<file path="src/lpm_pkg.sv">
// Constants, register layout and types of the low-power mode controller
`default_nettype none
package lpm_pkg;
  // ********************************
  // Mode and state encodings
  // ********************************
  typedef enum logic [1:0] {
    MODE_NONE = 2'h0,
    MODE_CSTP = 2'h1,
    MODE_SSBY = 2'h2,
    MODE_DEEP = 2'h3
  } lpm_mode_t;

  typedef enum logic [5:0] {
    ST_RUN = 6'h01,
    ST_GATE = 6'h02,
    ST_SLEEP = 6'h04,
    ST_WOSC = 6'h08,
    ST_WPLL = 6'h10,
    ST_RESUME = 6'h20
  } lpm_state_t;

  // ********************************
  // Register layout
  // ********************************
  typedef struct packed {
    logic usb_keep;
    logic usb;
    logic port_output_disable_unit;
    logic tmr;
    logic independent_watchdog;
    logic rtc;
    logic voltage_monitor;
    logic peripheral_pll;
    logic pll;
    logic loco;
    logic hoco;
    logic sub_osc;
    logic main_osc;
    lpm_mode_t mode;
  } lpm_ctrl_t;

  typedef struct packed {
    logic poe_pend;
    lpm_mode_t mode;
    lpm_state_t state;
  } lpm_stat_t;

  // Clock enables and power-off controls of each domain
  typedef struct packed {
    logic main_osc;
    logic sub_osc;
    logic hoco;
    logic loco;
    logic independent_watchdog_osc;
    logic pll;
    logic peripheral_pll;
    logic cpu_clk;
    logic ram_clk;
    logic periph_clk;
    logic usb_clk;
    logic tmr_clk;
    logic poe_clk;
    logic independent_watchdog_clk;
    logic rtc_en;
    logic lvd_en;
    logic por_en;
    logic ram_pwr_off;
    logic periph_pwr_off;
    logic usb_pwr_off;
    logic tmr_pwr_off;
    logic poe_pwr_off;
    logic independent_watchdog_pwr_off;
  } lpm_dom_t;

  localparam logic [3:0] REG_CTRL = 4'h0;
  localparam logic [3:0] REG_STAT = 4'h4;
  localparam logic [3:0] REG_WMASK = 4'h8;
  localparam int STAT_POE_BIT = 8;
  localparam logic [14:0] CTRL_RST = 15'h0030;
  localparam logic [31:0] WMASK_RST = 32'h00000000;

  // ********************************
  // Timing
  // ********************************
  localparam int CLK_PERIOD_NS = 8;
  localparam int OSC_SETTLE_NS = 200;
  localparam int PLL_SETTLE_NS = 400;
  localparam int OSC_CYC = (OSC_SETTLE_NS + CLK_PERIOD_NS - 1) / CLK_PERIOD_NS;
  localparam int PLL_CYC = (PLL_SETTLE_NS + CLK_PERIOD_NS - 1) / CLK_PERIOD_NS;
endpackage : lpm_pkg
`default_nettype wire

</file>
<file path="src/lpm_ctrl.sv">
// Low-power mode controller: mode sequencer, domain gating and register slave
`default_nettype none
module lpm_ctrl #(
  parameter int IRQ_W = 8,
  parameter int CNT_W = 8,
  parameter int OSC_CYC = lpm_pkg::OSC_CYC,
  parameter int PLL_CYC = lpm_pkg::PLL_CYC
) (
  // Clock and reset
  input wire logic mclk_i,
  input wire logic rst_i,
  // Avalon-MM slave
  input wire logic [3:0] avs_address_i,
  input wire logic avs_read_i,
  input wire logic avs_write_i,
  input wire logic [31:0] avs_writedata_i,
  input wire logic [3:0] avs_byteenable_i,
  output logic [31:0] avs_readdata_o,
  output logic avs_waitrequest_o,
  // Processor and interrupt side
  input wire logic wait_exec_i,
  input wire logic [IRQ_W-1:0] irq_i,
  input wire logic poe_irq_i,
  output logic wake_int_o,
  output logic wake_reset_o,
  output logic poe_irq_o,
  // Domain controls
  output lpm_pkg::lpm_dom_t dom_o,
  output logic io_hold_o
);
  localparam int RESUME_MAX = 600;

  lpm_pkg::lpm_state_t state, next_state;
  lpm_pkg::lpm_mode_t mode_q, next_mode;
  logic [CNT_W-1:0] cnt, next_cnt;
  logic next_wint, next_wrst;
  logic poe_pend, next_poe_pend;
  lpm_pkg::lpm_dom_t next_dom;
  logic next_io_hold;
  lpm_pkg::lpm_ctrl_t ctrl;
  logic [IRQ_W-1:0] wmask;
  logic poe_clr;
  lpm_pkg::lpm_stat_t stat;
  logic wake;

  assign stat = '{poe_pend: poe_pend, mode: mode_q, state: state};
  assign wake = |(irq_i & wmask);

  lpm_regs #(
    .IRQ_W(IRQ_W)
  ) u_regs (
    .mclk_i(mclk_i),
    .rst_i(rst_i),
    .avs_address_i(avs_address_i),
    .avs_read_i(avs_read_i),
    .avs_write_i(avs_write_i),
    .avs_writedata_i(avs_writedata_i),
    .avs_byteenable_i(avs_byteenable_i),
    .avs_readdata_o(avs_readdata_o),
    .avs_waitrequest_o(avs_waitrequest_o),
    .stat_i(stat),
    .ctrl_o(ctrl),
    .wmask_o(wmask),
    .poe_clr_o(poe_clr)
  );

  // ********************************
  // Mode sequencer
  // ********************************
  always_comb begin
    next_state = state;
    next_mode = mode_q;
    next_cnt = cnt;
    next_wint = 1'b0;
    next_wrst = 1'b0;
    case (state)
      lpm_pkg::ST_RUN: begin
        if (wait_exec_i && ctrl.mode != lpm_pkg::MODE_NONE) begin
          next_state = lpm_pkg::ST_GATE;
          next_mode = ctrl.mode;
        end
      end
      lpm_pkg::ST_GATE: next_state = lpm_pkg::ST_SLEEP;
      lpm_pkg::ST_SLEEP: begin
        if (wake) begin
          next_state = lpm_pkg::ST_WOSC;
          next_cnt = CNT_W'(OSC_CYC - 1);
        end
      end
      lpm_pkg::ST_WOSC: begin
        if (cnt == '0) begin
          next_state = lpm_pkg::ST_WPLL;
          next_cnt = CNT_W'(PLL_CYC - 1);
        end else begin
          next_cnt = cnt - CNT_W'(1);
        end
      end
      lpm_pkg::ST_WPLL: begin
        if (cnt == '0) begin
          next_state = lpm_pkg::ST_RESUME;
          next_wint = (mode_q != lpm_pkg::MODE_DEEP);
          next_wrst = (mode_q == lpm_pkg::MODE_DEEP);
        end else begin
          next_cnt = cnt - CNT_W'(1);
        end
      end
      lpm_pkg::ST_RESUME: next_state = lpm_pkg::ST_RUN;
      default: next_state = lpm_pkg::ST_RUN;
    endcase
  end

  // ********************************
  // Domain gating
  // ********************************
  always_comb begin
    logic low;
    logic sleep;
    logic stby;
    logic deep;
    logic cstp;
    low = next_state inside {lpm_pkg::ST_GATE, lpm_pkg::ST_SLEEP,
        lpm_pkg::ST_WOSC, lpm_pkg::ST_WPLL};
    sleep = (next_state == lpm_pkg::ST_SLEEP);
    deep = (next_mode == lpm_pkg::MODE_DEEP);
    cstp = (next_mode == lpm_pkg::MODE_CSTP);
    stby = (next_mode == lpm_pkg::MODE_SSBY) || deep;
    next_io_hold = low;
    // crystals follow control, internal sources stop in standby sleep
    next_dom.main_osc = ctrl.main_osc;
    next_dom.sub_osc = ctrl.sub_osc;
    next_dom.hoco = ctrl.hoco && !(sleep && stby);
    next_dom.loco = ctrl.loco && !(sleep && stby);
    // PLLs come back after oscillators settle
    next_dom.pll = ctrl.pll && !((sleep || next_state == lpm_pkg::ST_WOSC) && stby);
    next_dom.peripheral_pll = ctrl.peripheral_pll && !((sleep || next_state == lpm_pkg::ST_WOSC) && stby);
    next_dom.cpu_clk = !low;
    next_dom.periph_clk = !low;
    next_dom.ram_clk = !low;
    next_dom.ram_pwr_off = sleep && deep;
    next_dom.periph_pwr_off = sleep && deep;
    next_dom.independent_watchdog_osc = ctrl.independent_watchdog && !(low && deep);
    next_dom.independent_watchdog_clk = ctrl.independent_watchdog && !(low && deep);
    next_dom.independent_watchdog_pwr_off = sleep && deep;
    next_dom.tmr_clk = ctrl.tmr && !(low && !cstp);
    next_dom.tmr_pwr_off = sleep && deep;
    next_dom.poe_clk = ctrl.port_output_disable_unit && !(low && !cstp);
    next_dom.poe_pwr_off = sleep && deep;
    next_dom.rtc_en = ctrl.rtc;
    next_dom.lvd_en = ctrl.voltage_monitor;
    next_dom.por_en = 1'b1;
    next_dom.usb_clk = ctrl.usb && !low;
    next_dom.usb_pwr_off = sleep && deep && !ctrl.usb_keep;
  end

  // ********************************
  // Port output disable pending flag
  // ********************************
  always_comb begin
    next_poe_pend = (poe_irq_i && ctrl.port_output_disable_unit) || (poe_pend && !poe_clr);
  end

  always_ff @(posedge mclk_i) begin
    if (rst_i) begin
      state <= lpm_pkg::ST_RUN;
      mode_q <= lpm_pkg::MODE_NONE;
      cnt <= '0;
      wake_int_o <= 1'b0;
      wake_reset_o <= 1'b0;
      poe_pend <= 1'b0;
      poe_irq_o <= 1'b0;
      dom_o <= '0;
      io_hold_o <= 1'b0;
    end else begin
      state <= next_state;
      mode_q <= next_mode;
      cnt <= next_cnt;
      wake_int_o <= next_wint;
      wake_reset_o <= next_wrst;
      poe_pend <= next_poe_pend;
      poe_irq_o <= next_poe_pend && (next_state == lpm_pkg::ST_RUN
          || next_state == lpm_pkg::ST_RESUME);
      dom_o <= next_dom;
      io_hold_o <= next_io_hold;
    end
  end
endmodule : lpm_ctrl
`default_nettype wire

</file>
<file path="src/lpm_regs.sv">
// Avalon-MM register slave of the low-power mode controller
`default_nettype none
module lpm_regs #(
  parameter int IRQ_W = 8
) (
  // Clock and reset
  input wire logic mclk_i,
  input wire logic rst_i,
  // Avalon-MM slave
  input wire logic [3:0] avs_address_i,
  input wire logic avs_read_i,
  input wire logic avs_write_i,
  input wire logic [31:0] avs_writedata_i,
  input wire logic [3:0] avs_byteenable_i,
  output logic [31:0] avs_readdata_o,
  output logic avs_waitrequest_o,
  // Block side
  input wire lpm_pkg::lpm_stat_t stat_i,
  output lpm_pkg::lpm_ctrl_t ctrl_o,
  output logic [IRQ_W-1:0] wmask_o,
  output logic poe_clr_o
);
  localparam int CTRL_W = $bits(lpm_pkg::lpm_ctrl_t);
  localparam int STAT_W = $bits(lpm_pkg::lpm_stat_t);

  logic next_wait;
  logic [31:0] next_rdata;
  lpm_pkg::lpm_ctrl_t next_ctrl;
  logic [IRQ_W-1:0] next_wmask;
  logic next_clr;
  logic [31:0] be_mask;
  logic [31:0] rd_mux;

  // ********************************
  // Byte lane mask
  // ********************************
  genvar b;
  generate
    for (b = 0; b < 4; b++) begin : g_lane
      assign be_mask[b*8 +: 8] = {8{avs_byteenable_i[b]}};
    end
  endgenerate

  always_comb begin
    rd_mux = 32'h00000000;
    case (avs_address_i)
      lpm_pkg::REG_CTRL: rd_mux[CTRL_W-1:0] = ctrl_o;
      lpm_pkg::REG_STAT: rd_mux[STAT_W-1:0] = stat_i;
      lpm_pkg::REG_WMASK: rd_mux[IRQ_W-1:0] = wmask_o;
      default: rd_mux = 32'h00000000;
    endcase
  end

  // ********************************
  // Access sequencing
  // ********************************
  always_comb begin
    next_wait = 1'b1;
    next_rdata = avs_readdata_o;
    next_ctrl = ctrl_o;
    next_wmask = wmask_o;
    next_clr = 1'b0;
    if ((avs_read_i || avs_write_i) && avs_waitrequest_o) begin
      next_wait = 1'b0;
      if (avs_read_i) begin
        next_rdata = rd_mux;
      end
    end
    if (avs_write_i && !avs_waitrequest_o) begin
      case (avs_address_i)
        lpm_pkg::REG_CTRL: next_ctrl = lpm_pkg::lpm_ctrl_t'(
            (rd_mux[CTRL_W-1:0] & ~be_mask[CTRL_W-1:0])
            | (avs_writedata_i[CTRL_W-1:0] & be_mask[CTRL_W-1:0]));
        lpm_pkg::REG_STAT: next_clr = avs_writedata_i[lpm_pkg::STAT_POE_BIT]
            & be_mask[lpm_pkg::STAT_POE_BIT];
        lpm_pkg::REG_WMASK: next_wmask = (rd_mux[IRQ_W-1:0] & ~be_mask[IRQ_W-1:0])
            | (avs_writedata_i[IRQ_W-1:0] & be_mask[IRQ_W-1:0]);
        default: next_clr = 1'b0;
      endcase
    end
  end

  always_ff @(posedge mclk_i) begin
    if (rst_i) begin
      avs_waitrequest_o <= 1'b1;
      avs_readdata_o <= 32'h00000000;
      ctrl_o <= lpm_pkg::lpm_ctrl_t'(lpm_pkg::CTRL_RST);
      wmask_o <= lpm_pkg::WMASK_RST[IRQ_W-1:0];
      poe_clr_o <= 1'b0;
    end else begin
      avs_waitrequest_o <= next_wait;
      avs_readdata_o <= next_rdata;
      ctrl_o <= next_ctrl;
      wmask_o <= next_wmask;
      poe_clr_o <= next_clr;
    end
  end
endmodule : lpm_regs
`default_nettype wire

</file>
<file path="config.mk">
export PLATFORM = sky130hd
export DESIGN_NAME = lpm_ctrl
export DESIGN_NICKNAME = d
export VERILOG_FILES = /design/src/lpm_pkg.sv /design/src/lpm_ctrl.sv /design/src/lpm_regs.sv
export SDC_FILE = /design/constraint.sdc
export NUM_CORES = 1
export LEC_CHECK = 0
export ABC_AREA = 1
export BUFFER_PORTS_ARGS = -buffer_cell sky130_fd_sc_hd__buf_2
export CAP_MARGIN = 40
export CORE_ASPECT_RATIO = 1.1
export CORE_MARGIN = 8
export CORE_UTILIZATION = 46
export DETAILED_ROUTE_END_ITERATION = 16
export PLACE_DENSITY_LB_ADDON = 0.2
export SLEW_MARGIN = 20
export SYNTH_ARGS = -nofsm -noshare
export SYNTH_HDL_FRONTEND = slang
export SYNTH_SLANG_ARGS = --single-unit
</file>
<file path="constraint.sdc">
create_clock -name mclk_i -period 1.4 [get_ports mclk_i]
set_clock_uncertainty 0.1 [all_clocks]
set_input_delay 0.07 -clock mclk_i [delete_from_list [all_inputs] [get_ports mclk_i]]
set_output_delay 0.07 -clock mclk_i [all_outputs]
set_load 0.02 [all_outputs]
</file>
==> impl_summary.log <==
[metrics] Max clock buf depth: 2
[metrics] mux share of post-synthesis cell area: 0%
[metrics] unique cell type count in the Yosys netlist: 33
[metrics] path category of the worst min-delay check: in2reg
[metrics] I/O Pins: 114
[metrics] complex-gate fraction of the synthesized area: 13.8%
[metrics] source of the worst hold timing path: avs_write_i
[metrics] Data arrival, critical path: 1610 ps
[metrics] die extent in y: 110 um
[metrics] maximum number of pins on one net before global-route repair: 39
[metrics] share of the synthesized netlist area taken by xor and xnor gates: 0.709%
[metrics] number of inserted diodes: 0
[metrics] number of enable flip-flop cells after synthesis: 0
[metrics] power per cell area: 839 mW/mm2
[metrics] Hold Crit Depth: 5
[metrics] main combinational cell family by area after synthesis: simple AND/OR/NAND/NOR gates
[metrics] proportion of layout cells with a drive suffix above 1: 36.4%
[metrics] Initial DRT Pass Iterations: 5
[metrics] DRC: 0
[metrics] total detailed-routing wirelength: 10600 um
[metrics] netlist area before placement: 0.00371 mm2
[metrics] # setup viols final: 16
[metrics] Critical R2R Capture: dom_o[11]$_SDFF_PP0_
[metrics] worst-case hold path end point: u_regs.poe_clr_o$_SDFF_PP0_
[metrics] violations in the final reports: negative setup slack
[metrics] max-cap viol count: 0
[metrics] Die ar.: 0.0112 mm2
[metrics] number of standard cells after synthesis: 515
[metrics] Sink Count: 77
[metrics] setup repair after global routing missed its margin: yes
[metrics] Core Area: 0.00787 mm2
[metrics] total instance count after detailed placement: 737
[metrics] routability-driven placement congestion ratio: 0.844
[metrics] count of placed standard cells in the final layout, fillers left out: 782
[metrics] total congestion overflow: 0
[metrics] synthesized-area fraction occupied by adder cells: 0.337%
[metrics] Layout fillers: 701
[metrics] Final Core Density: 66.9%
[metrics] routed vias: 3729
[metrics] critical path data required time: 1540 ps
[metrics] post-synthesis sequential area ratio: 41.6%
[metrics] Seq cells post-synth: 77
[metrics] average size of a mapped cell: 7.20 um2
[metrics] startpoint type of the worst setup path: register
[metrics] total global-route track usage: 19.1%
[metrics] Fmax achieved: 680 MHz
[metrics] leakage power: 0.00250 uW
[metrics] CTS tree: built
[metrics] detailed-route vias per instance: 4.77
[metrics] R2R Path Start: state[5]$_SDFF_PP0_
[metrics] row count: 34
[metrics] CTS H-tree depth: 3
[metrics] antenna violations before repair: 0
[metrics] Sum Neg Setup Slack: -557 ps
[metrics] run status: finished with violations
[metrics] fraction of the cycle the final worst path needs: 105%
[metrics] Primary FF master, synth: dfxtp_1
[metrics] setup slack, reg-to-reg: -70 ps
[metrics] register clock-pin slew on the reported worst setup and hold paths: 80 ps
[metrics] largest driver fanout on the critical path: 6
[metrics] count of antenna-violating nets left after detailed routing: 0
[metrics] PnR Total Power: 4420 uW
[metrics] placement-stage worst setup slack: -157 ps
[metrics] number of violations reported at the end of detailed-routing iteration 0: 154
[metrics] fraction of the mapped netlist area in simple logic gates: 30.4%
[metrics] root buffer selected by CTS: clkbuf_8
[metrics] number of nets in the finished design: 724
[metrics] initial standard-cell utilization of the core: 47.1%
[metrics] peak ir drop on the vdd network: 0.592 mV
[metrics] CTS Buf Count: 9
[metrics] max-slew violation total from the final report: 0
[metrics] number of warnings printed during yosys synthesis: 0
[metrics] critical path class: reg2reg
[metrics] minimum setup slack in the final design: -69.7 ps
[metrics] crit path time final: 1470 ps
[metrics] first-pass GRT wire length: 17000 um
[metrics] Post-DP HPWL: 7450 um
[metrics] endpoint kind of the worst setup timing path: register
[metrics] Worst-Skew Late Latency: 350 ps
[metrics] Synth async-reset ratio: 0%
[metrics] number of I/O port buffers: 77
[metrics] signed area change from the synthesized netlist to the final layout: 42.0%
[metrics] worst r2r path cells: 8
[metrics] Die Width: 102 um
[metrics] via count of the first global-routing pass: 3688
[metrics] final count of hold timing violations: 0
[metrics] Routed wire per std cell: 13.5 um
[power breakdown]
| group | leakage (uW) | internal, uW | total (uW) | switching, uW |
|---|---|---|---|---|
| registers | 0.000629 | 2230 | 2250 | 19.8 |
| clock network | 0.0000995 | 876 | 1710 | 839 |
| logic | 0.00177 | 176 | 458 | 282 |
| total | 0.00250 | 3280 | 4420 | 1140 |
[flip-flops by register name (all words and copies together), names as in the netlist]
register / cells
wake_int_o: 1
u_regs.poe_clr_o: 1
u_regs.avs_waitrequest_o: 1
u_regs.avs_readdata_o: 15
poe_pend: 1
dom_o: 16
u_regs.ctrl_o: 15
state: 6
mode_q: 2
io_hold_o: 1
cnt: 8
u_regs.wmask_o: 8
poe_irq_o: 1
wake_reset_o: 1
[stage by stage]
stage	hold WS, ps	area (um2)
final	18.0	5270
after global routing	24.5	5270
after CTS	42.3	5140
after detailed placement	247	4560
after global placement	246	4560
after floorplan	121	3790
[critical path, stage by stage (launching register included)]
cell	delay [ps]
dfxtp_4	370
nor2_4	130
nand2_1	110
nor2_4	120
nand3_4	130
nand2_4	120
inv_2	70
nand3_4	130
a21oi_1	80
[cell usage in the layout, fill, tap and decap left out, types with 5 or more instances in the layout]
cell type,n
o21ai_0,21
dfxtp_1,67
o21ai_1,8
nand3_2,6
buf_2,77
nor2_2,11
buf_12,5
buf_4,58
nand2_4,7
inv_1,47
dlygate4sd3_1,20
inv_2,11
o21a_1,10
nand3_1,22
nor2_4,13
nand3_4,6
a21oi_1,31
nand2_1,119
conb_1,17
nor2_1,43
nand2_2,6
clkbuf_8,10
o211ai_1,8
dfxtp_2,7
[worst max path at each step]
stage                             start                    to  slack, ps  cells past startpoint
global route        state[5]$_SDFF_PP0_  dom_o[11]$_SDFF_PP0_       -150                      8
global placement    state[2]$_SDFF_PP0_   dom_o[9]$_SDFF_PP0_       -120                      9
CTS                 state[3]$_SDFF_PP0_  dom_o[11]$_SDFF_PP0_        -50                      8
finish              state[5]$_SDFF_PP0_  dom_o[11]$_SDFF_PP0_        -70                      8
detailed placement  state[2]$_SDFF_PP0_   dom_o[9]$_SDFF_PP0_       -160                      9
floorplan           state[5]$_SDFF_PP0_  dom_o[10]$_SDFF_PP0_          2                      8
[timing repair]
item | in CTS | in global routing
setup endpoints to repair | 22 | 44
hold endpoints to repair | 27 | 0
pin swaps | 11 | 15
hold buffers | 20 | 0
cloned | 2 | 0
resized for setup | 44 | 42
buffers inserted | 6 | 2
[kinds of logic (layout without fill, tap and decap cells)]
kind of cell	after synthesis	in the layout
simple gates	241	243
buf+inv	102	243
compound gates	90	90
flops	77	77
xor+xnor	3	3
fa+ha+maj	1	1
other cells	1	17
[final cells by class]
| type | count | area (um2) | area share (%) |
|---|---|---|---|
| Clock buffer | 11 | 141 | 2.68 |
| Clock inverter | 5 | 60.1 | 1.14 |
| Inverter | 63 | 249 | 4.73 |
| Multi-Input combinational cell | 354 | 1950 | 37.1 |
| Sequential cell | 77 | 1560 | 29.7 |
| Tap cell | 108 | 135 | 2.57 |
| Timing Repair Buffer | 164 | 1170 | 22.1 |
[synth_stat cells (4+ instances only)]
| cell | n | share of area [%] |
|---|---|---|
| nor2_2 | 5 | 0.84 |
| nor2_1 | 55 | 5.6 |
| inv_2 | 4 | 0.40 |
| nor2_4 | 6 | 1.8 |
| clkbuf_1 | 8 | 0.81 |
| buf_2 | 4 | 0.54 |
| nand2_1 | 128 | 13 |
| o21ai_0 | 27 | 3.6 |
| nand3_4 | 4 | 1.9 |
| dfxtp_1 | 77 | 42 |
| o21a_1 | 10 | 2.0 |
| buf_4 | 26 | 5.3 |
| o22ai_1 | 4 | 0.67 |
| a21oi_1 | 33 | 4.5 |
| nand4_1 | 4 | 0.67 |
| inv_1 | 58 | 5.9 |
| o21ai_1 | 4 | 0.54 |
| nand3_1 | 24 | 3.2 |
| nand3_2 | 5 | 1.3 |
| o211ai_1 | 8 | 1.6 |
[layer usage]
layer  GRT usage [%]  share of wire [%]  up-vias
li1                -                  -     1914
met1            22.7                 44     1712
met4            5.75                1.0        0
met3            3.77                5.1       11
met5               0                  0        -
met2            33.8                 50       92
Note: power is estimated with default switching activity, not from simulation.
